File: config.mk
export PLATFORM = sky130hd
export DESIGN_NAME = nfc_host
export DESIGN_NICKNAME = d
export VERILOG_FILES = /design/src/verilog/nfc_host_end.sv /design/src/verilog/nfc_pkg.sv /design/src/verilog/nfc_cyc_if.sv /design/src/verilog/nfc_cycle.sv /design/src/verilog/nfc_host.sv
export VERILOG_INCLUDE_DIRS = /design/src /design/src/verilog
export SDC_FILE = /design/constraint.sdc
export NUM_CORES = 1
export LEC_CHECK = 0
export BUFFER_PORTS_ARGS = -buffer_cell sky130_fd_sc_hd__buf_2
export CORE_MARGIN = 3
export CORE_UTILIZATION = 50
export DETAILED_ROUTE_END_ITERATION = 8
export PLACE_DENSITY = 0.68
export REMOVE_ABC_BUFFERS = 1
export SLEW_MARGIN = 20
export SYNTH_ARGS = -nofsm -noshare
export SYNTH_HDL_FRONTEND = slang
export SYNTH_HIERARCHICAL = 1
export SYNTH_SLANG_ARGS = --single-unit
File: constraint.sdc
create_clock -name clk -period 4.7 [get_ports clk]
set_input_delay 0.705 -clock clk [delete_from_list [all_inputs] [get_ports clk]]
set_output_delay 0.705 -clock clk [all_outputs]
set_load 0.01 [all_outputs]
File: src/verilog/nfc_defs.svh
// constants for the nand flash host controller: timing, geometry and command codes
`ifndef NFC_DEFS_SVH
`define NFC_DEFS_SVH

`define NFC_CLK_NS 40
`define NFC_CEIL(t) (((t) + `NFC_CLK_NS - 1) / `NFC_CLK_NS)
`define NFC_FLOOR(t) ((t) / `NFC_CLK_NS)

// write strobe low time, least
`define NFC_T_WP_NS 15
`define NFC_WP_CYC `NFC_CEIL(`NFC_T_WP_NS)
// write strobe to busy, longest; ready/busy is not trusted before this
`define NFC_T_WB_NS 100
`define NFC_WB_CYC `NFC_CEIL(`NFC_T_WB_NS)
// turnaround gap: longest of address-to-data, read-to-write and write-to-read
`define NFC_T_GAP_NS 100
`define NFC_GAP_CYC `NFC_CEIL(`NFC_T_GAP_NS)
// pin synchroniser depth
`define NFC_SYNC_CYC 2
// read strobe low time covers access time plus the synchroniser
`define NFC_RD_CYC (`NFC_SYNC_CYC + 1)

// array geometry
`define NFC_PAGE_MAIN 4096
`define NFC_PAGE_SPARE 218
`define NFC_PAGE_BYTES (`NFC_PAGE_MAIN + `NFC_PAGE_SPARE)
`define NFC_COL_W 13
`define NFC_PG_W 6
`define NFC_BLK_W 12
`define NFC_ROW_W (`NFC_PG_W + `NFC_BLK_W)

// sequencer phase numbering: five phases per segment, then read, then end
`define NFC_PH_SEG 4'h5
`define NFC_PH_RD 4'hA
`define NFC_PH_END 4'hB

// command codes
`define NFC_C_NONE 8'h00
`define NFC_C_READ 8'h00
`define NFC_C_READ_GO 8'h30
`define NFC_C_CB_READ_GO 8'h35
`define NFC_C_PROG 8'h80
`define NFC_C_PROG_GO 8'h10
`define NFC_C_CB_PROG 8'h85
`define NFC_C_ERASE 8'h60
`define NFC_C_ERASE_GO 8'hD0
`define NFC_C_READ_ID 8'h90
`define NFC_C_RESET 8'hFF
`define NFC_C_STATUS 8'h70
`define NFC_C_STATUS2 8'hF1
`define NFC_C_RAND_OUT 8'h05
`define NFC_C_RAND_OUT_GO 8'hE0
`define NFC_C_PLANE_JOIN 8'h11
`define NFC_C_PLANE2 8'h81
`define NFC_C_CACHE_PROG_GO 8'h15
`define NFC_C_CACHE_READ 8'h31
`define NFC_C_CACHE_LAST 8'h3F
`define NFC_C_TP_CACHE_GO 8'h33
`define NFC_ID_ADDR 8'h00

`endif

File: src/verilog/nfc_host_end.sv
// spare design file: holds no logic, the controller lives in its two modules

File: src/verilog/nfc_pkg.sv
// types shared by the nand flash host controller modules
package nfc_pkg;

	typedef enum logic [4:0] {
		OP_RESET = 5'h00,
		OP_STATUS = 5'h01,
		OP_STATUS2 = 5'h02,
		OP_READ_ID = 5'h03,
		OP_READ = 5'h04,
		OP_READ_CB = 5'h05,
		OP_PROG = 5'h06,
		OP_PROG_CACHE = 5'h07,
		OP_CB_PROG = 5'h08,
		OP_CB_PROG_RAND = 5'h09,
		OP_ERASE = 5'h0A,
		OP_RAND_OUT = 5'h0B,
		OP_CACHE_READ = 5'h0C,
		OP_CACHE_LAST = 5'h0D,
		OP_TP_READ = 5'h0E,
		OP_TP_CB_READ = 5'h0F,
		OP_TP_CACHE_READ = 5'h10,
		OP_TP_ERASE = 5'h11,
		OP_TP_PROG = 5'h12,
		OP_TP_CACHE_PROG = 5'h13,
		OP_TP_CB_PROG = 5'h14,
		OP_TP_RAND_OUT = 5'h15
	} nfc_op_e;

	typedef enum logic [2:0] {
		A_NONE = 3'b000,
		A_ONE = 3'b001,
		A_COL = 3'b010,
		A_ROW = 3'b011,
		A_FULL = 3'b100
	} nfc_addr_e;

	typedef enum logic [1:0] {
		RD_NONE = 2'b00,
		RD_ONE = 2'b01,
		RD_LEN = 2'b10
	} nfc_rd_e;

	typedef struct packed {
		logic cmd_en;
		logic [7:0] cmd;
		nfc_addr_e addr;
		logic wr;
		logic cmd2_en;
		logic [7:0] cmd2;
		logic wt;
	} nfc_seg_s;

	typedef struct packed {
		nfc_seg_s pa;
		nfc_seg_s pb;
		nfc_rd_e rd;
	} nfc_plan_s;

	typedef enum logic [2:0] {
		PH_CMD = 3'b000,
		PH_ADDR = 3'b001,
		PH_WR = 3'b010,
		PH_CMD2 = 3'b011,
		PH_WAIT = 3'b100,
		PH_RD = 3'b101,
		PH_END = 3'b110
	} nfc_ph_e;

	typedef enum logic [2:0] {
		ST_IDLE = 3'b000,
		ST_PHASE = 3'b001,
		ST_GAP = 3'b010,
		ST_ISSUE = 3'b011,
		ST_CYC = 3'b100,
		ST_WB = 3'b101,
		ST_RB = 3'b110,
		ST_WRHS = 3'b111
	} nfc_st_e;

	typedef enum logic [1:0] {
		CY_IDLE = 2'b00,
		CY_SETUP = 2'b01,
		CY_LOW = 2'b10,
		CY_HIGH = 2'b11
	} nfc_cy_e;

endpackage

File: src/verilog/nfc_cyc_if.sv
// bus-cycle request and answer between the sequencer and the pin cycle engine
`timescale 1ns/1ps
interface nfc_cyc_if;
	logic req;
	logic rd;
	logic cle;
	logic ale;
	logic [7:0] wbyte;
	logic done;
	logic [7:0] rbyte;
	logic rb;

	modport seq (output req, output rd, output cle, output ale, output wbyte,
		input done, input rbyte, input rb);
	modport eng (input req, input rd, input cle, input ale, input wbyte,
		output done, output rbyte, output rb);
endinterface

File: src/verilog/nfc_cycle.sv
// pin cycle engine: one write or read strobe cycle per request, with input synchronisers
`timescale 1ns/1ps
`include "nfc_defs.svh"
module nfc_cycle (
	input wire logic clk,
	input wire logic resetn,
	nfc_cyc_if.eng cyc,
	output logic nand_cle,
	output logic nand_ale,
	output logic nand_we_n,
	output logic read_strobe_n,
	output logic [7:0] nand_io_out,
	output logic nand_io_oe,
	input wire logic [7:0] nand_io_in,
	input wire logic nand_rb_n
);
	nfc_pkg::nfc_cy_e state;
	logic [1:0] cnt;
	logic rd_q;
	logic [7:0] io_s1;
	logic [7:0] io_s2;
	logic rb_s1;
	logic rb_s2;
	logic done_q;
	logic [7:0] rbyte_q;

	assign cyc.done = done_q;
	assign cyc.rbyte = rbyte_q;
	assign cyc.rb = rb_s2;

	// ready/busy is open drain; the board pull-up makes the high level
	always_ff @(posedge clk or negedge resetn) begin
		if (!resetn) begin
			io_s1 <= 8'h00;
			io_s2 <= 8'h00;
			rb_s1 <= 1'b0;
			rb_s2 <= 1'b0;
		end else begin
			io_s1 <= nand_io_in;
			io_s2 <= io_s1;
			rb_s1 <= nand_rb_n;
			rb_s2 <= rb_s1;
		end
	end

	always_ff @(posedge clk or negedge resetn) begin
		if (!resetn) begin
			state <= nfc_pkg::CY_IDLE;
			cnt <= 2'h0;
			rd_q <= 1'b0;
			done_q <= 1'b0;
			rbyte_q <= 8'h00;
			nand_cle <= 1'b0;
			nand_ale <= 1'b0;
			nand_we_n <= 1'b1;
			read_strobe_n <= 1'b1;
			nand_io_out <= 8'h00;
			nand_io_oe <= 1'b0;
		end else begin
			done_q <= 1'b0;
			case (state)
				nfc_pkg::CY_IDLE: begin
					if (cyc.req) begin
						nand_cle <= cyc.cle;
						nand_ale <= cyc.ale;
						nand_io_out <= cyc.wbyte;
						// bus released before a read so the device may drive it
						nand_io_oe <= !cyc.rd;
						rd_q <= cyc.rd;
						state <= nfc_pkg::CY_SETUP;
					end else begin
						nand_io_oe <= 1'b0;
					end
				end
				nfc_pkg::CY_SETUP: begin
					if (rd_q) begin
						read_strobe_n <= 1'b0;
						cnt <= 2'(`NFC_RD_CYC - 1);
					end else begin
						nand_we_n <= 1'b0;
						cnt <= 2'(`NFC_WP_CYC - 1);
					end
					state <= nfc_pkg::CY_LOW;
				end
				nfc_pkg::CY_LOW: begin
					if (cnt == 2'h0) begin
						nand_we_n <= 1'b1;
						read_strobe_n <= 1'b1;
						if (rd_q) begin
							rbyte_q <= io_s2;
						end
						state <= nfc_pkg::CY_HIGH;
					end else begin
						cnt <= cnt - 2'h1;
					end
				end
				nfc_pkg::CY_HIGH: begin
					// latch enables and data held one cycle past the rising strobe
					done_q <= 1'b1;
					nand_cle <= 1'b0;
					nand_ale <= 1'b0;
					state <= nfc_pkg::CY_IDLE;
				end
				default: begin
					state <= nfc_pkg::CY_IDLE;
				end
			endcase
		end
	end
endmodule

File: src/verilog/nfc_host.sv
// nand flash host controller: sequences commands, addresses and data onto the flash pins
`timescale 1ns/1ps
`include "nfc_defs.svh"
module nfc_host #(
	parameter int NBAD = 8
) (
	input wire logic clk,
	input wire logic resetn,
	input wire logic req_valid,
	input wire nfc_pkg::nfc_op_e req_op,
	input wire logic [`NFC_ROW_W-1:0] req_row,
	input wire logic [`NFC_ROW_W-1:0] req_row2,
	input wire logic [`NFC_COL_W-1:0] req_col,
	input wire logic [`NFC_COL_W-1:0] req_len,
	output logic req_ready,
	input wire logic [7:0] wr_data,
	input wire logic wr_valid,
	output logic wr_ready,
	output logic [7:0] rd_data,
	output logic rd_valid,
	output logic done,
	output logic refused,
	input wire logic bad_wr,
	input wire logic [`NFC_BLK_W-1:0] bad_blk,
	input wire logic write_protect,
	output logic nand_ce_n,
	output logic nand_cle,
	output logic nand_ale,
	output logic nand_we_n,
	output logic read_strobe_n,
	output logic nand_wp_n,
	output logic [7:0] nand_io_out,
	output logic nand_io_oe,
	input wire logic [7:0] nand_io_in,
	input wire logic nand_rb_n
);
	localparam int BADW = (NBAD > 1) ? $clog2(NBAD) : 1;

	nfc_cyc_if cyc ();

	nfc_pkg::nfc_st_e st;
	nfc_pkg::nfc_op_e op;
	nfc_pkg::nfc_plan_s plan;
	nfc_pkg::nfc_seg_s seg;
	nfc_pkg::nfc_ph_e kind;
	logic [3:0] ph;
	logic [3:0] sel;
	logic en;
	logic [`NFC_ROW_W-1:0] row;
	logic [`NFC_ROW_W-1:0] row2;
	logic [`NFC_COL_W-1:0] col;
	logic [`NFC_COL_W-1:0] len;
	logic [`NFC_COL_W-1:0] sub;
	logic [`NFC_COL_W-1:0] last;
	logic [1:0] gapcnt;
	logic [2:0] wbcnt;
	logic [7:0] byte_q;
	logic tp_read_ok;
	logic refuse_now;
	logic [`NFC_BLK_W-1:0] bad_tab [NBAD];
	logic [NBAD-1:0] bad_vld;
	logic [BADW-1:0] bad_ptr;
	logic req_q;
	logic rd_q;
	logic cle_q;
	logic ale_q;
	logic [7:0] wbyte_q;

	assign cyc.req = req_q;
	assign cyc.rd = rd_q;
	assign cyc.cle = cle_q;
	assign cyc.ale = ale_q;
	assign cyc.wbyte = wbyte_q;

	nfc_cycle u_cycle (
		.clk(clk),
		.resetn(resetn),
		.cyc(cyc.eng),
		.nand_cle(nand_cle),
		.nand_ale(nand_ale),
		.nand_we_n(nand_we_n),
		.read_strobe_n(read_strobe_n),
		.nand_io_out(nand_io_out),
		.nand_io_oe(nand_io_oe),
		.nand_io_in(nand_io_in),
		.nand_rb_n(nand_rb_n)
	);

	function automatic nfc_pkg::nfc_seg_s mkseg(logic e1, logic [7:0] c1, nfc_pkg::nfc_addr_e a,
		logic w, logic e2, logic [7:0] c2, logic t);
		nfc_pkg::nfc_seg_s s;
		s.cmd_en = e1;
		s.cmd = c1;
		s.addr = a;
		s.wr = w;
		s.cmd2_en = e2;
		s.cmd2 = c2;
		s.wt = t;
		return s;
	endfunction

	// plane A segment is used only by two-plane operations
	function automatic nfc_pkg::nfc_plan_s op_plan(nfc_pkg::nfc_op_e o);
		nfc_pkg::nfc_plan_s p;
		p = '0;
		case (o)
			nfc_pkg::OP_RESET: begin
				p.pb = mkseg(1'b1, `NFC_C_RESET, nfc_pkg::A_NONE, 1'b0, 1'b0, `NFC_C_NONE, 1'b1);
			end
			nfc_pkg::OP_STATUS: begin
				p.pb = mkseg(1'b1, `NFC_C_STATUS, nfc_pkg::A_NONE, 1'b0, 1'b0, `NFC_C_NONE, 1'b0);
				p.rd = nfc_pkg::RD_ONE;
			end
			nfc_pkg::OP_STATUS2: begin
				p.pb = mkseg(1'b1, `NFC_C_STATUS2, nfc_pkg::A_NONE, 1'b0, 1'b0, `NFC_C_NONE, 1'b0);
				p.rd = nfc_pkg::RD_ONE;
			end
			nfc_pkg::OP_READ_ID: begin
				p.pb = mkseg(1'b1, `NFC_C_READ_ID, nfc_pkg::A_ONE, 1'b0, 1'b0, `NFC_C_NONE, 1'b0);
				p.rd = nfc_pkg::RD_LEN;
			end
			nfc_pkg::OP_READ: begin
				p.pb = mkseg(1'b1, `NFC_C_READ, nfc_pkg::A_FULL, 1'b0, 1'b1, `NFC_C_READ_GO, 1'b1);
				p.rd = nfc_pkg::RD_LEN;
			end
			nfc_pkg::OP_READ_CB: begin
				p.pb = mkseg(1'b1, `NFC_C_READ, nfc_pkg::A_FULL, 1'b0, 1'b1, `NFC_C_CB_READ_GO, 1'b1);
			end
			nfc_pkg::OP_PROG: begin
				p.pb = mkseg(1'b1, `NFC_C_PROG, nfc_pkg::A_FULL, 1'b1, 1'b1, `NFC_C_PROG_GO, 1'b1);
			end
			nfc_pkg::OP_PROG_CACHE: begin
				p.pb = mkseg(1'b1, `NFC_C_PROG, nfc_pkg::A_FULL, 1'b1, 1'b1, `NFC_C_CACHE_PROG_GO, 1'b1);
			end
			nfc_pkg::OP_CB_PROG: begin
				p.pb = mkseg(1'b1, `NFC_C_CB_PROG, nfc_pkg::A_FULL, 1'b0, 1'b1, `NFC_C_PROG_GO, 1'b1);
			end
			nfc_pkg::OP_CB_PROG_RAND: begin
				p.pb = mkseg(1'b1, `NFC_C_CB_PROG, nfc_pkg::A_FULL, 1'b1, 1'b1, `NFC_C_PROG_GO, 1'b1);
			end
			nfc_pkg::OP_ERASE: begin
				p.pb = mkseg(1'b1, `NFC_C_ERASE, nfc_pkg::A_ROW, 1'b0, 1'b1, `NFC_C_ERASE_GO, 1'b1);
			end
			nfc_pkg::OP_RAND_OUT: begin
				p.pb = mkseg(1'b1, `NFC_C_RAND_OUT, nfc_pkg::A_COL, 1'b0, 1'b1, `NFC_C_RAND_OUT_GO, 1'b0);
				p.rd = nfc_pkg::RD_LEN;
			end
			nfc_pkg::OP_CACHE_READ: begin
				p.pb = mkseg(1'b1, `NFC_C_CACHE_READ, nfc_pkg::A_NONE, 1'b0, 1'b0, `NFC_C_NONE, 1'b1);
				p.rd = nfc_pkg::RD_LEN;
			end
			nfc_pkg::OP_CACHE_LAST: begin
				p.pb = mkseg(1'b1, `NFC_C_CACHE_LAST, nfc_pkg::A_NONE, 1'b0, 1'b0, `NFC_C_NONE, 1'b1);
				p.rd = nfc_pkg::RD_LEN;
			end
			nfc_pkg::OP_TP_READ, nfc_pkg::OP_TP_CB_READ, nfc_pkg::OP_TP_CACHE_READ,
			nfc_pkg::OP_TP_ERASE: begin
				p.pa = mkseg(1'b1, `NFC_C_ERASE, nfc_pkg::A_ROW, 1'b0, 1'b0, `NFC_C_NONE, 1'b0);
				p.pb = mkseg(1'b1, `NFC_C_ERASE, nfc_pkg::A_ROW, 1'b0, 1'b1, `NFC_C_READ_GO, 1'b1);
				if (o == nfc_pkg::OP_TP_CB_READ) begin
					p.pb.cmd2 = `NFC_C_CB_READ_GO;
				end else if (o == nfc_pkg::OP_TP_CACHE_READ) begin
					p.pb.cmd2 = `NFC_C_TP_CACHE_GO;
				end else if (o == nfc_pkg::OP_TP_ERASE) begin
					p.pb.cmd2 = `NFC_C_ERASE_GO;
				end
			end
			nfc_pkg::OP_TP_PROG, nfc_pkg::OP_TP_CACHE_PROG, nfc_pkg::OP_TP_CB_PROG: begin
				// only the short dummy busy wait sits between join and second plane
				p.pa = mkseg(1'b1, `NFC_C_PROG, nfc_pkg::A_FULL, 1'b1, 1'b1, `NFC_C_PLANE_JOIN, 1'b1);
				p.pb = mkseg(1'b1, `NFC_C_PLANE2, nfc_pkg::A_FULL, 1'b1, 1'b1, `NFC_C_PROG_GO, 1'b1);
				if (o == nfc_pkg::OP_TP_CACHE_PROG) begin
					p.pb.cmd2 = `NFC_C_CACHE_PROG_GO;
				end else if (o == nfc_pkg::OP_TP_CB_PROG) begin
					p.pa.cmd = `NFC_C_CB_PROG;
					p.pa.wr = 1'b0;
					p.pb.wr = 1'b0;
				end
			end
			nfc_pkg::OP_TP_RAND_OUT: begin
				p.pa = mkseg(1'b1, `NFC_C_READ, nfc_pkg::A_FULL, 1'b0, 1'b0, `NFC_C_NONE, 1'b0);
				p.pb = mkseg(1'b1, `NFC_C_RAND_OUT, nfc_pkg::A_COL, 1'b0, 1'b1, `NFC_C_RAND_OUT_GO, 1'b0);
				p.rd = nfc_pkg::RD_LEN;
			end
			default: begin
				p = '0;
			end
		endcase
		return p;
	endfunction

	function automatic logic [2:0] addr_n(nfc_pkg::nfc_addr_e k);
		case (k)
			nfc_pkg::A_ONE: addr_n = 3'h1;
			nfc_pkg::A_COL: addr_n = 3'h2;
			nfc_pkg::A_ROW: addr_n = 3'h3;
			default: addr_n = 3'h5;
		endcase
	endfunction

	// column bits A13-A15 and the top six bits of the fifth byte go out as zero
	function automatic logic [7:0] addr_byte(nfc_pkg::nfc_addr_e k, logic [2:0] i,
		logic [`NFC_ROW_W-1:0] r, logic [`NFC_COL_W-1:0] c);
		logic [39:0] a;
		logic [2:0] j;
		a = {6'h00, r, 3'h0, c};
		j = (k == nfc_pkg::A_ROW) ? 3'(i + 3'h2) : i;
		if (k == nfc_pkg::A_ONE) begin
			return `NFC_ID_ADDR;
		end
		return a[j*8 +: 8];
	endfunction

	function automatic logic is_bad(logic [`NFC_BLK_W-1:0] b, logic [NBAD-1:0] v,
		logic [`NFC_BLK_W-1:0] t [NBAD]);
		logic hit;
		hit = 1'b0;
		for (int k = 0; k < NBAD; k++) begin
			hit = hit | (v[k] && (t[k] == b));
		end
		return hit;
	endfunction

	always_comb begin
		seg = (ph < `NFC_PH_SEG) ? plan.pa : plan.pb;
		sel = (ph < `NFC_PH_SEG) ? ph : 4'(ph - `NFC_PH_SEG);
		if (ph >= `NFC_PH_END) begin
			kind = nfc_pkg::PH_END;
		end else if (ph == `NFC_PH_RD) begin
			kind = nfc_pkg::PH_RD;
		end else begin
			kind = nfc_pkg::nfc_ph_e'(sel[2:0]);
		end
		case (kind)
			nfc_pkg::PH_CMD: en = seg.cmd_en;
			nfc_pkg::PH_ADDR: en = (seg.addr != nfc_pkg::A_NONE);
			nfc_pkg::PH_WR: en = seg.wr && (len != '0);
			nfc_pkg::PH_CMD2: en = seg.cmd2_en;
			nfc_pkg::PH_WAIT: en = seg.wt;
			nfc_pkg::PH_RD: en = (plan.rd != nfc_pkg::RD_NONE) && !(plan.rd == nfc_pkg::RD_LEN && len == '0);
			default: en = 1'b1;
		endcase
		case (kind)
			nfc_pkg::PH_ADDR: last = `NFC_COL_W'(addr_n(seg.addr)) - 1'b1;
			nfc_pkg::PH_RD: last = (plan.rd == nfc_pkg::RD_ONE) ? '0 : len - 1'b1;
			default: last = len - 1'b1;
		endcase
	end

	always_comb begin
		refuse_now = 1'b0;
		// data may not run past the end of the page
		if (({1'b0, req_col} + {1'b0, req_len}) > 14'(`NFC_PAGE_BYTES)) begin
			refuse_now = (req_op != nfc_pkg::OP_READ_ID);
		end
		case (req_op)
			nfc_pkg::OP_PROG, nfc_pkg::OP_PROG_CACHE, nfc_pkg::OP_CB_PROG, nfc_pkg::OP_CB_PROG_RAND,
			nfc_pkg::OP_ERASE, nfc_pkg::OP_TP_ERASE, nfc_pkg::OP_TP_PROG,
			nfc_pkg::OP_TP_CACHE_PROG, nfc_pkg::OP_TP_CB_PROG: begin
				if (is_bad(req_row[`NFC_ROW_W-1:`NFC_PG_W], bad_vld, bad_tab)) begin
					refuse_now = 1'b1;
				end
				if (req_op >= nfc_pkg::OP_TP_ERASE
					&& is_bad(req_row2[`NFC_ROW_W-1:`NFC_PG_W], bad_vld, bad_tab)) begin
					refuse_now = 1'b1;
				end
			end
			nfc_pkg::OP_TP_RAND_OUT: begin
				refuse_now = refuse_now | !tp_read_ok;
			end
			default: begin
			end
		endcase
	end

	// software-loaded list of blocks that program and erase requests must keep away from
	always_ff @(posedge clk or negedge resetn) begin
		if (!resetn) begin
			bad_vld <= '0;
			bad_ptr <= '0;
			for (int k = 0; k < NBAD; k++) begin
				bad_tab[k] <= '0;
			end
		end else if (bad_wr) begin
			bad_tab[bad_ptr] <= bad_blk;
			bad_vld[bad_ptr] <= 1'b1;
			bad_ptr <= (bad_ptr == BADW'(NBAD - 1)) ? '0 : bad_ptr + 1'b1;
		end
	end

	// protection is held until reset is over and the input says otherwise
	always_ff @(posedge clk or negedge resetn) begin
		if (!resetn) begin
			nand_wp_n <= 1'b0;
		end else begin
			nand_wp_n <= !write_protect;
		end
	end

	always_ff @(posedge clk or negedge resetn) begin
		if (!resetn) begin
			st <= nfc_pkg::ST_IDLE;
			op <= nfc_pkg::OP_RESET;
			plan <= '0;
			ph <= 4'h0;
			row <= '0;
			row2 <= '0;
			col <= '0;
			len <= '0;
			sub <= '0;
			gapcnt <= 2'h0;
			wbcnt <= 3'h0;
			byte_q <= 8'h00;
			tp_read_ok <= 1'b0;
			req_ready <= 1'b0;
			wr_ready <= 1'b0;
			rd_data <= 8'h00;
			rd_valid <= 1'b0;
			done <= 1'b0;
			refused <= 1'b0;
			nand_ce_n <= 1'b1;
			req_q <= 1'b0;
			rd_q <= 1'b0;
			cle_q <= 1'b0;
			ale_q <= 1'b0;
			wbyte_q <= 8'h00;
		end else begin
			done <= 1'b0;
			refused <= 1'b0;
			rd_valid <= 1'b0;
			wr_ready <= 1'b0;
			req_q <= 1'b0;
			case (st)
				nfc_pkg::ST_IDLE: begin
					req_ready <= 1'b1;
					nand_ce_n <= 1'b1;
					if (req_valid && req_ready) begin
						req_ready <= 1'b0;
						if (refuse_now) begin
							refused <= 1'b1;
						end else begin
							op <= req_op;
							row <= req_row;
							row2 <= req_row2;
							col <= req_col;
							len <= req_len;
							plan <= op_plan(req_op);
							ph <= 4'h0;
							nand_ce_n <= 1'b0;
							st <= nfc_pkg::ST_PHASE;
							if (req_op != nfc_pkg::OP_TP_RAND_OUT && req_op != nfc_pkg::OP_STATUS
								&& req_op != nfc_pkg::OP_STATUS2) begin
								tp_read_ok <= 1'b0;
							end
						end
					end
				end
				nfc_pkg::ST_PHASE: begin
					sub <= '0;
					gapcnt <= 2'(`NFC_GAP_CYC - 1);
					if (kind == nfc_pkg::PH_END) begin
						done <= 1'b1;
						if (op == nfc_pkg::OP_TP_READ || op == nfc_pkg::OP_TP_CACHE_READ) begin
							tp_read_ok <= 1'b1;
						end
						st <= nfc_pkg::ST_IDLE;
					end else if (!en) begin
						ph <= ph + 4'h1;
					end else begin
						cle_q <= (kind == nfc_pkg::PH_CMD) || (kind == nfc_pkg::PH_CMD2);
						ale_q <= (kind == nfc_pkg::PH_ADDR);
						rd_q <= (kind == nfc_pkg::PH_RD);
						byte_q <= (kind == nfc_pkg::PH_CMD) ? seg.cmd : seg.cmd2;
						case (kind)
							nfc_pkg::PH_ADDR: st <= nfc_pkg::ST_ISSUE;
							nfc_pkg::PH_WAIT: begin
								wbcnt <= 3'(`NFC_WB_CYC + `NFC_SYNC_CYC - 1);
								st <= nfc_pkg::ST_WB;
							end
							default: st <= nfc_pkg::ST_GAP;
						endcase
					end
				end
				nfc_pkg::ST_GAP: begin
					if (gapcnt != 2'h0) begin
						gapcnt <= gapcnt - 2'h1;
					end else begin
						st <= (kind == nfc_pkg::PH_WR) ? nfc_pkg::ST_WRHS : nfc_pkg::ST_ISSUE;
					end
				end
				nfc_pkg::ST_WRHS: begin
					if (wr_valid && !wr_ready) begin
						wr_ready <= 1'b1;
					end
					if (wr_valid && wr_ready) begin
						byte_q <= wr_data;
						st <= nfc_pkg::ST_ISSUE;
					end
				end
				nfc_pkg::ST_ISSUE: begin
					req_q <= 1'b1;
					if (kind == nfc_pkg::PH_ADDR) begin
						wbyte_q <= addr_byte(seg.addr, sub[2:0],
							((ph >= `NFC_PH_SEG) && plan.pa.cmd_en && seg.addr != nfc_pkg::A_COL) ?
							row2 : row, col);
					end else begin
						wbyte_q <= byte_q;
					end
					st <= nfc_pkg::ST_CYC;
				end
				nfc_pkg::ST_CYC: begin
					if (cyc.done) begin
						if (kind == nfc_pkg::PH_RD) begin
							rd_data <= cyc.rbyte;
							rd_valid <= 1'b1;
						end
						if ((kind == nfc_pkg::PH_ADDR || kind == nfc_pkg::PH_WR
							|| kind == nfc_pkg::PH_RD) && sub != last) begin
							sub <= sub + 1'b1;
							st <= (kind == nfc_pkg::PH_WR) ? nfc_pkg::ST_WRHS : nfc_pkg::ST_ISSUE;
						end else begin
							ph <= ph + 4'h1;
							st <= nfc_pkg::ST_PHASE;
						end
					end
				end
				nfc_pkg::ST_WB: begin
					if (wbcnt != 3'h0) begin
						wbcnt <= wbcnt - 3'h1;
					end else begin
						st <= nfc_pkg::ST_RB;
					end
				end
				nfc_pkg::ST_RB: begin
					// nothing else is sent while the device reports busy
					if (cyc.rb) begin
						ph <= ph + 4'h1;
						st <= nfc_pkg::ST_PHASE;
					end
				end
				default: begin
					st <= nfc_pkg::ST_IDLE;
				end
			endcase
		end
	end
endmodule

Word level (Yosys, flattened, before mapping)

Index checks and enable logic that the tools add are counted.

Register bits: 328
Latch bits: 0
Memory bits (writable): 0
ROM bits: 0
Input bits: 102
Output and inout bits: 28
Word-level logic and storage cells: 388
Memories: 0

Add/subtract/negate cells: 11
Multipliers: 0
Div/mod/pow operators: 0
$lt $le $gt $ge: 9
Equality and inequality tests: 92
Shifts and indexed selects: 1
Muxes and demuxes: 110
Bitwise operators: 19
Reductions and logical operators: 81

Operators with widths:

| cell                 | number |
|---|---|
| $pmux W23 S16        | 1 |
| $eq A12 B12 Y1       | 16 |
| $bwmux W96           | 1 |
| $mux W8              | 11 |
| $mux W3              | 23 |
| $pmux W23 S3         | 1 |
| $pmux W13 S2         | 2 |
| $eq A5 B4 Y1 const B | 9 |
| $shiftx A40 B7 Y8    | 1 |
| $mux W13             | 3 |
| $ne A2 B2 Y1 const B | 19 |
| $demux W12 S3        | 1 |
| $eq A5 B5 Y1 const B | 7 |
| $mux W1              | 34 |
| $logic_and A1 B1 Y1  | 30 |
| $mux W4              | 7 |
| $eq A3 B3 Y1 const B | 8 |
| $pmux W3 S8          | 1 |
| $mux W23             | 1 |
| $reduce_and A3 Y1    | 7 |
| $eq A5 B3 Y1 const B | 4 |
| $eq A3 B2 Y1 const B | 6 |
| $mux W18             | 1 |
| $reduce_bool A2 Y1   | 9 |
| 65 further kinds     | 120 |

Depth between registers and ports, before layout

Gate-level depths: netlist of run 1.

Depth in word-level cells: 15
Depth in mapped cells: 16
Depth with buffers taken out: 14

By module

Netlist of run 1, hierarchy kept.

Modules (own cells, without submodules):

| module    | instances | cells an instance | area an instance (µm²) | sequential area each (µm²) |
|---|---|---|---|---|
| nfc_host  | 1         | 1,544             | 15,781.4               | 6,582.6 |
| nfc_cycle | 1         | 107               | 1,720.4                | 1,128.6 |

Worst setup path before layout of run 1

OpenSTA, ideal clock, no wires.

Path type: register -> register
Start: register ph[0]
End: register ph[0]
Setup time: 0.128 ns
Arrival: 3.886 ns
Required time: 4.572 ns
Slack: 0.686 ns
Cell stages (with the launch flop): 16
Buffers on the path: 1
Period minus slack after synthesis: 4.014 ns
Cells stage by stage: dfrtp_1 -> inv_1 -> ha_1 -> nand2b_1 -> a21oi_1 -> and3_1 -> clkbuf_1 -> ha_1 -> or3_1 -> a2111oi_0 -> o21ai_1 -> a2111oi_4 -> nand4b_4 -> a21oi_2 -> nor2b_2 -> mux2_1

Word-level cells in the longest chain between the ends: 11
Elaborated cells on any way between the ends: 40
Classes of those cells: 3 x add/sub; 2 x order compare; 14 x eq/ne; 14 x mux; 7 x reduce/logical

Ends and longest elaborated chain:

| what                                                | RTL line        | source |
|---|---|---|
| start: declaration                                  | nfc_host.sv:46  | `logic [3:0] ph;` |
| start signal: assignment                            | nfc_host.sv:368 | `ph <= ph + 4'h1;` |
| start signal: assignment                            | nfc_host.sv:422 | `ph <= ph + 4'h1;` |
| start signal: assignment                            | nfc_host.sv:437 | `ph <= ph + 4'h1;` |
| $lt A4 B3 Y1 (no source line)                       | -               |  |
| $mux W23                                            | nfc_host.sv:225 | `` seg = (ph < `NFC_PH_SEG) ? plan.pa : plan.pb; `` |
| $eq A3 B2 Y1 / $eq A3 B1 Y1 (equally long branches) | nfc_host.sv:193 | `case (k)` |
| $pmux W3 S3                                         | nfc_host.sv:193 |  |
| $mux W3                                             | nfc_host.sv:243 | `case (kind)` |
| $sub A3 B1 Y4 (no source line)                      | -               |  |
| $pmux W13 S2                                        | nfc_host.sv:243 |  |
| $ne A13 B13 Y1                                      | nfc_host.sv:418 | `\|\| kind == nfc_pkg::PH_RD) && sub != last) begin` |
| $logic_and A1 B1 Y1                                 | nfc_host.sv:418 |  |
| $ne A2 B2 Y1 (no source line)                       | -               |  |
| $reduce_and A8 Y1 (no source line)                  | -               |  |

Several ways; a longest one is shown, not always the timed one. The select of a mux whose other input is x is not followed.
A chain may end at the register's enable or synchronous reset.

Worst setup path after layout of run 1

Ends and elaborated chain as after synthesis.

==> results of run 1 <==
-- worst paths after layout --
check | start | end | slack, ns | cells after the start
max | ph[0]$_DFFE_PN0P_ | ph[0]$_DFFE_PN0P_ | 0.32 | 14
min | resetn | sub[6]$_DFFE_PN0P_ | 0.27 | 1
max reg2reg | ph[0]$_DFFE_PN0P_ | ph[0]$_DFFE_PN0P_ | 0.32 | 14
min reg2reg | u_cycle/io_s1[2]$_DFF_PN0_ | u_cycle/io_s2[2]$_DFF_PN0_ | 0.35 | 0
max in group asynchronous | resetn | bad_tab[66]$_DFFE_PN0P_ | 3.26 | 2
min in group clk | nand_io_in[1] | u_cycle/io_s1[1]$_DFF_PN0_ | 0.29 | 1
-- synth_stat cells, drive strengths merged (12+ instances only) --
cell | instances | share of area, %
a211oi | 14 | 0.60
a21oi | 68 | 2.1
a31oi | 16 | 0.57
buf | 27 | 0.83
clkbuf | 65 | 1.4
dfrtp | 305 | 44
ha | 33 | 2.4
inv | 43 | 0.92
mux2 | 195 | 13
mux2i | 20 | 1.1
nand2 | 131 | 2.9
nand2b | 18 | 0.64
nand3 | 31 | 0.96
nand4 | 30 | 1.1
nor2 | 74 | 1.6
nor3 | 30 | 0.92
nor4 | 29 | 1.2
o21a | 12 | 0.51
o21ai | 95 | 2.7
o31ai | 13 | 0.56
or3 | 15 | 0.54
xnor2 | 146 | 7.3
xor2 | 67 | 3.4
-- metal layers --
| layer | global-route usage [%] | vias up | part of all wire, % |
|---|---|---|---|
| met2 | 41.2 | 427 | 47 |
| met1 | 34.7 | 6531 | 44 |
| li1 | - | 6116 | - |
| met3 | 3.15 | 100 | 5.9 |
| met5 | 0 | - | 0.021 |
| met4 | 9.57 | 2 | 3.8 |
-- power groups by stage --
| stage | Combinational, mW | Clock (mW) | Sequential, mW |
|---|---|---|---|
| global route | 4.78 | 2.99 | 4.85 |
| finish | 4.33 | 2.83 | 4.71 |
| global placement | 4.21 | 0 | 4.69 |
| floorplan | 3.29 | 0 | 4.49 |
| detailed placement | 4.32 | 0 | 4.74 |
| CTS | 4.34 | 2.88 | 4.70 |
-- stage by stage --
| stage | utilization [%] | worst slack, ns | instances | power (mW) |
|---|---|---|---|---|
| after CTS | 58.2 | 0.383 | 2222 | 11.9 |
| after global placement | 54.6 | 0.456 | 2163 | 8.90 |
| after global routing | 58.2 | 0.0216 | 2222 | 12.6 |
| after floorplan | - | -0.837 | 1559 | 7.78 |
| after detailed placement | 54.6 | 0.439 | 2163 | 9.06 |
| final | 58.2 | 0.323 | 2222 | 11.9 |
-- worst reg2reg max path: stages (launching register included) --
cell and delay [ns]:
dfrtp_1 0.37, inv_1 0.18, ha_1 0.33, nand2b_1 0.25
a21oi_1 0.15, and3_1 0.26, ha_1 0.22, or3_1 0.36
a2111oi_0 0.53, o21ai_1 0.19, a2111oi_4 0.41, nand4b_4 0.21
a21oi_2 0.25, nor2b_2 0.21, mux2_1 0.34
-- cell families after synthesis --
logic type	share of synthesized area, %
mux	14.8
fa+ha+maj	2.47
compound gates	11.8
simple gates	12.4
xor+xnor	11.2
buf+inv	3.21
flops	44.1
-- sequential cells by signal, indices dropped and copies added, names as in the netlist, 13 cells and up --
register,count
bad_tab,96
col,13
len,13
plan,28
row,18
row2,18
sub,13
-- area by class of cell --
class,instances,area share (%)
well taps,448,2.83
repair buffers,156,4.53
flip-flops and latches,308,39.0
clock inverters,7,0.632
clock buffers,52,5.46
multi-input cells,1205,46.7
inverters,46,0.872
==> results.toml, run 1 <==
[route]
dr_total_vias = 13200
wl_per_cell_microns = 21.1
routed_wl_microns = 46800
postRouteAntennaNets = 0
drc = 0
drtIter0Drc = 1174
detail_route.vias_per_cell = 5.93
first_pass_iters = 5

[worst_setup_path]
critical_path.top_delay_family = "compound AO/OA/AOI/OAI gates"
path_cells = "inv_1 -> ha_1 -> nand2b_1 -> a21oi_1 -> and3_1 -> ha_1 -> or3_1 -> a2111oi_0 -> o21ai_1 -> a2111oi_4 -> nand4b_4 -> a21oi_2 -> nor2b_2 -> mux2_1"
worstPathMaxFanout = 8
crit_path_max_incr_delay_ns = 0.53
crit_top_cell = "ha_1"
cp_num_buf_inv = 1
crit_type = "flop to flop"
worst_path_max_delay_cell = "a2111oi_0"
crit_required_ns = 5.10
critPathArrivalTime_ns = 4.78
crit_path_end_kind = "flop"
critPathLaunchType = "flop"

[die]
pin_count = 130
dieArea_sq_um = 37300
chipHeight_microns = 193
core_region_area_sq_um = 34000
die_w_microns = 193
rows = 67
initial_core_util_pct = 51.4

[timing]
tns_ns = 0
slew_violations = 0
period_needed_ns = 4.38
holdWs_ns = 0.269
setup_violations = 0
tightest_slew_ns = 1.09
fin_skew_ns = 0.00770
fmax_mhz = 228
fin_crit_sh_pct = 93.1
slew_headroom_pct = 27.3
rsz0062_at_grt = "no"
hold_viol = 0

[cells_and_area]
syn_to_final_growth_pct = 13.1
nFillCells = 2905
fin_area_sq_um = 19800
final_cell_mix = "dfrtp_1 (305), mux2_2 (175), xnor2_1 (146), nand2_1 (130), buf_2 (128)"
regArea_sq_um = 7710
nets = 1888
drive_above_1_share_pct = 25.1
multi_input_area_sq_um = 9250
layout_commonest_cell = "dfrtp_1"
diodes = 0

[clocking]
cts_sinks = 308
post_cts_resized = 0
path_clk_slew_ns = 0.06
ctsHoldBuffers = 0
post_cts_buffers = 0
h-tree-depth = 2
clockRootBuffer = "clkbuf_16"
clock_latency_ns = 0.52
cts_tree = "built"
ctsLongestPathBuffers = 3
tritoncts.num_buffers = 35

[grt]
grt_use_total_pct = 25.3
antenna_found_initial = 1
grt_pass1_wl_microns = 73300
grt.overflow.total = 0
grt_start_max_net_pins = 119
grt_pass1_vias = 13100

[logic_synthesis]
yosysWarnings = 6
ys_seq_elements = 308
syn_area_sq_um = 17500
ys.flop_type = "dfrtp_1"
synth_seq_area_share_pct = 44.1
yosysUniqueCellTypes = 96
ys_async_sr_fraction_pct = 100
synthCells = 1651
synth_edf_count = 0
avgSynthCellArea_sq_um = 10.6

[placed_design]
dpl-instance-area_sq_um = 18600
dpl.hpwl_microns = 33200
routabilityCongestion = 0.933
port_buffers = 129

[power]
power_density_nw_per_um2 = 600
power.switching_mw = 4.18
swShare_pct = 35.2
p_seq_share_pct = 39.7
comb_power_share_pct = 36.5
p_clk_share_pct = 23.8
irDropWorstVdd_uv = 344
leakagePower_nw = 8.52
p_int_mw = 7.68

[job]
maxCapViolCount = 0

[hold_path]
holdCritPathClass = "input port to asynchronous set/reset pin"

[outcome]
status = "finished, final reports clean"
No activity file was read; power rests on OpenSTA's default activity.
==> run 2, diff against run 1 <==
--- a/config.mk
+++ b/config.mk
@@ -6,7 +6,7 @@
 export SDC_FILE = /design/constraint.sdc
 export NUM_CORES = 1
 export LEC_CHECK = 0
-export BUFFER_PORTS_ARGS = -buffer_cell sky130_fd_sc_hd__buf_2
+export BUFFER_PORTS_ARGS = -buffer_cell sky130_fd_sc_hd__buf_4
 export CORE_MARGIN = 3
 export CORE_UTILIZATION = 50
 export DETAILED_ROUTE_END_ITERATION = 8
==> run 2 against run 1 <==
Compared with the run above:
- total power decreased by 1.4%
- clock power decreased by 7.4%
- critical path depth unchanged
- fmax decreased by 1.4%
- wire length decreased by 0.49%
- final area increased by 1.0%
- sequential cell count unchanged
- clock skew increased by 0.0072 ns
- final cell count decreased by 0.14%
- critical endpoint is now sub[7]$_DFFE_PN0P_
==> results.toml, run 2 (synthesized netlist as in run 1, its figures left out) <==
[outcome]
status = "finished, final reports clean"

[die]
rows = 67
die_w_microns = 193
chipHeight_microns = 193
core_region_area_sq_um = 34000
pin_count = 130
dieArea_sq_um = 37300
initial_core_util_pct = 51.4

[grt]
grt_use_total_pct = 25.2
grt.overflow.total = 0
grt_start_max_net_pins = 125
grt_pass1_vias = 13000
grt_pass1_wl_microns = 73100
antenna_found_initial = 0

[cells_and_area]
regMostFlops = "bad_tab"
nets = 1886
drive_above_1_share_pct = 24.6
regArea_sq_um = 7710
diodes = 0
nFillCells = 2942
layout.cells.non_filler = 2219
layout_commonest_cell = "dfrtp_1"
largest_reg_flops = 96
final_cell_mix = "dfrtp_1 (305), mux2_2 (175), buf_4 (149), xnor2_1 (146), nand2_1 (130)"
fin_area_sq_um = 20000
multi_input_area_sq_um = 9270
utilization_pct = 58.7
syn_to_final_growth_pct = 14.2
reg.largest.list = "bad_tab (96), plan (28)"

[timing]
setup_ws_ns = 0.259
slew_violations = 0
fin_skew_ns = 0.0149
period_needed_ns = 4.44
slew_headroom_pct = 36.5
fmax_mhz = 225
tightest_slew_ns = 0.948
setup_violations = 0
rsz0062_at_grt = "no"
holdWs_ns = 0.183
hold_viol = 0
fin_crit_sh_pct = 94.5

[placed_design]
dpl-instance-area_sq_um = 18900
place_ws_ns = 0.273
port_buffers = 129
routabilityCongestion = 0.898
dpl.hpwl_microns = 32900
dp_cells = 2160

[worst_setup_path]
crit_path_end_kind = "flop"
crit_type = "flop to flop"
worstPathMaxFanout = 13
critPathLaunchType = "flop"
rrSetupSlack_ns = 0.26
crit_required_ns = 5.06
critPathArrivalTime_ns = 4.80

[clocking]
clockRootBuffer = "clkbuf_16"
cts_tree = "built"
h-tree-depth = 2
clock_latency_ns = 0.52
cts_sinks = 308
tritoncts.num_buffers = 35
path_clk_slew_ns = 0.06
ctsLongestPathBuffers = 3

[power]
leakagePower_nw = 8.54
irDropWorstVdd_uv = 343
power_density_nw_per_um2 = 585

[route]
drtIter0Drc = 1114
drc = 0
routed_wl_microns = 46600
wl_per_cell_microns = 21.0
detail_route.vias_per_cell = 5.94
first_pass_iters = 6
postRouteAntennaNets = 0
dr_total_vias = 13200

[hold_path]
holdCritPathClass = "input port to asynchronous set/reset pin"

[job]
maxCapViolCount = 0
[run 2: cell count changes in the layout (fill, tap and decap cells not counted), moves of 2 or more]
cell / previous run / this run
buf_2: 128 / 0
buf_4: 24 / 149
clkbuf_1: 4 / 12
clkbuf_8: 12 / 6
bufinv_16: 3 / 1
[run 2: final cells by class]
class                      count  share of cell area, %
multi-input combinational   1206                   46.3
sequential                   308                   38.6
timing repair buffer         153                   5.97
clock buffer                  54                   5.14
tap                          448                   2.80
inverter                      46                  0.864
clock inverter                 4                  0.300
[run 2: final timing paths]
path | from | to | cells past startpoint
max reg2reg | ph[0]$_DFFE_PN0P_ | sub[7]$_DFFE_PN0P_ | 14
max in group asynchronous | resetn | bad_tab[78]$_DFFE_PN0P_ | 2
max | ph[0]$_DFFE_PN0P_ | sub[7]$_DFFE_PN0P_ | 14
min | resetn | len[5]$_DFFE_PN0P_ | 1
min in group clk | nand_rb_n | u_cycle/rb_s1$_DFF_PN0_ | 1
min reg2reg | u_cycle/io_s1[0]$_DFF_PN0_ | u_cycle/io_s2[0]$_DFF_PN0_ | 0
[run 2: metrics by stage]
stage / TNS [ns] / power [mW]
after floorplan: -77.58 / 7.78
after detailed placement: 0 / 9.09
after global routing: 0 / 12.5
after CTS: 0 / 11.8
after global placement: 0 / 8.94
final: 0 / 11.7
[run 2: critical path, cell delays in order, from the launching register on]
cell and delay (ns):
dfrtp_1 0.47, inv_1 0.24, ha_2 0.30, nand2b_1 0.22
a21oi_1 0.15, and3_1 0.26, ha_1 0.22, or3_1 0.36
a2111oi_1 0.48, o21ai_1 0.19, a2111oi_4 0.39, nand4b_4 0.22
a21oi_2 0.53, or3_1 0.19, a21oi_1 0.06
[run 2: power by group]
group	total [mW]	internal [mW]	switching [mW]
Sequential	4.70	3.69	1.00
Combinational	4.38	2.29	2.09
Clock	2.62	1.56	1.06
[run 2: repair_timing]
item                                   in CTS  in global routing
hold buffers                                0                  0
endpoints found under the hold margin       0                  0
setup buffers                               0                  0
resized for setup                           0                  2
setup endpoints to repair                   0                 15
[run 2: per-layer routing]
layer | wire [microns] | part of all wire (%) | track usage, % | up-vias
met2 | 22100 | 47 | 41.9 | 434
met5 | 0 | 0 | 0 | -
met3 | 2730 | 5.9 | 2.66 | 100
met1 | 20200 | 43 | 34.8 | 6508
li1 | - | - | - | 6135
met4 | 1540 | 3.3 | 8.34 | 0
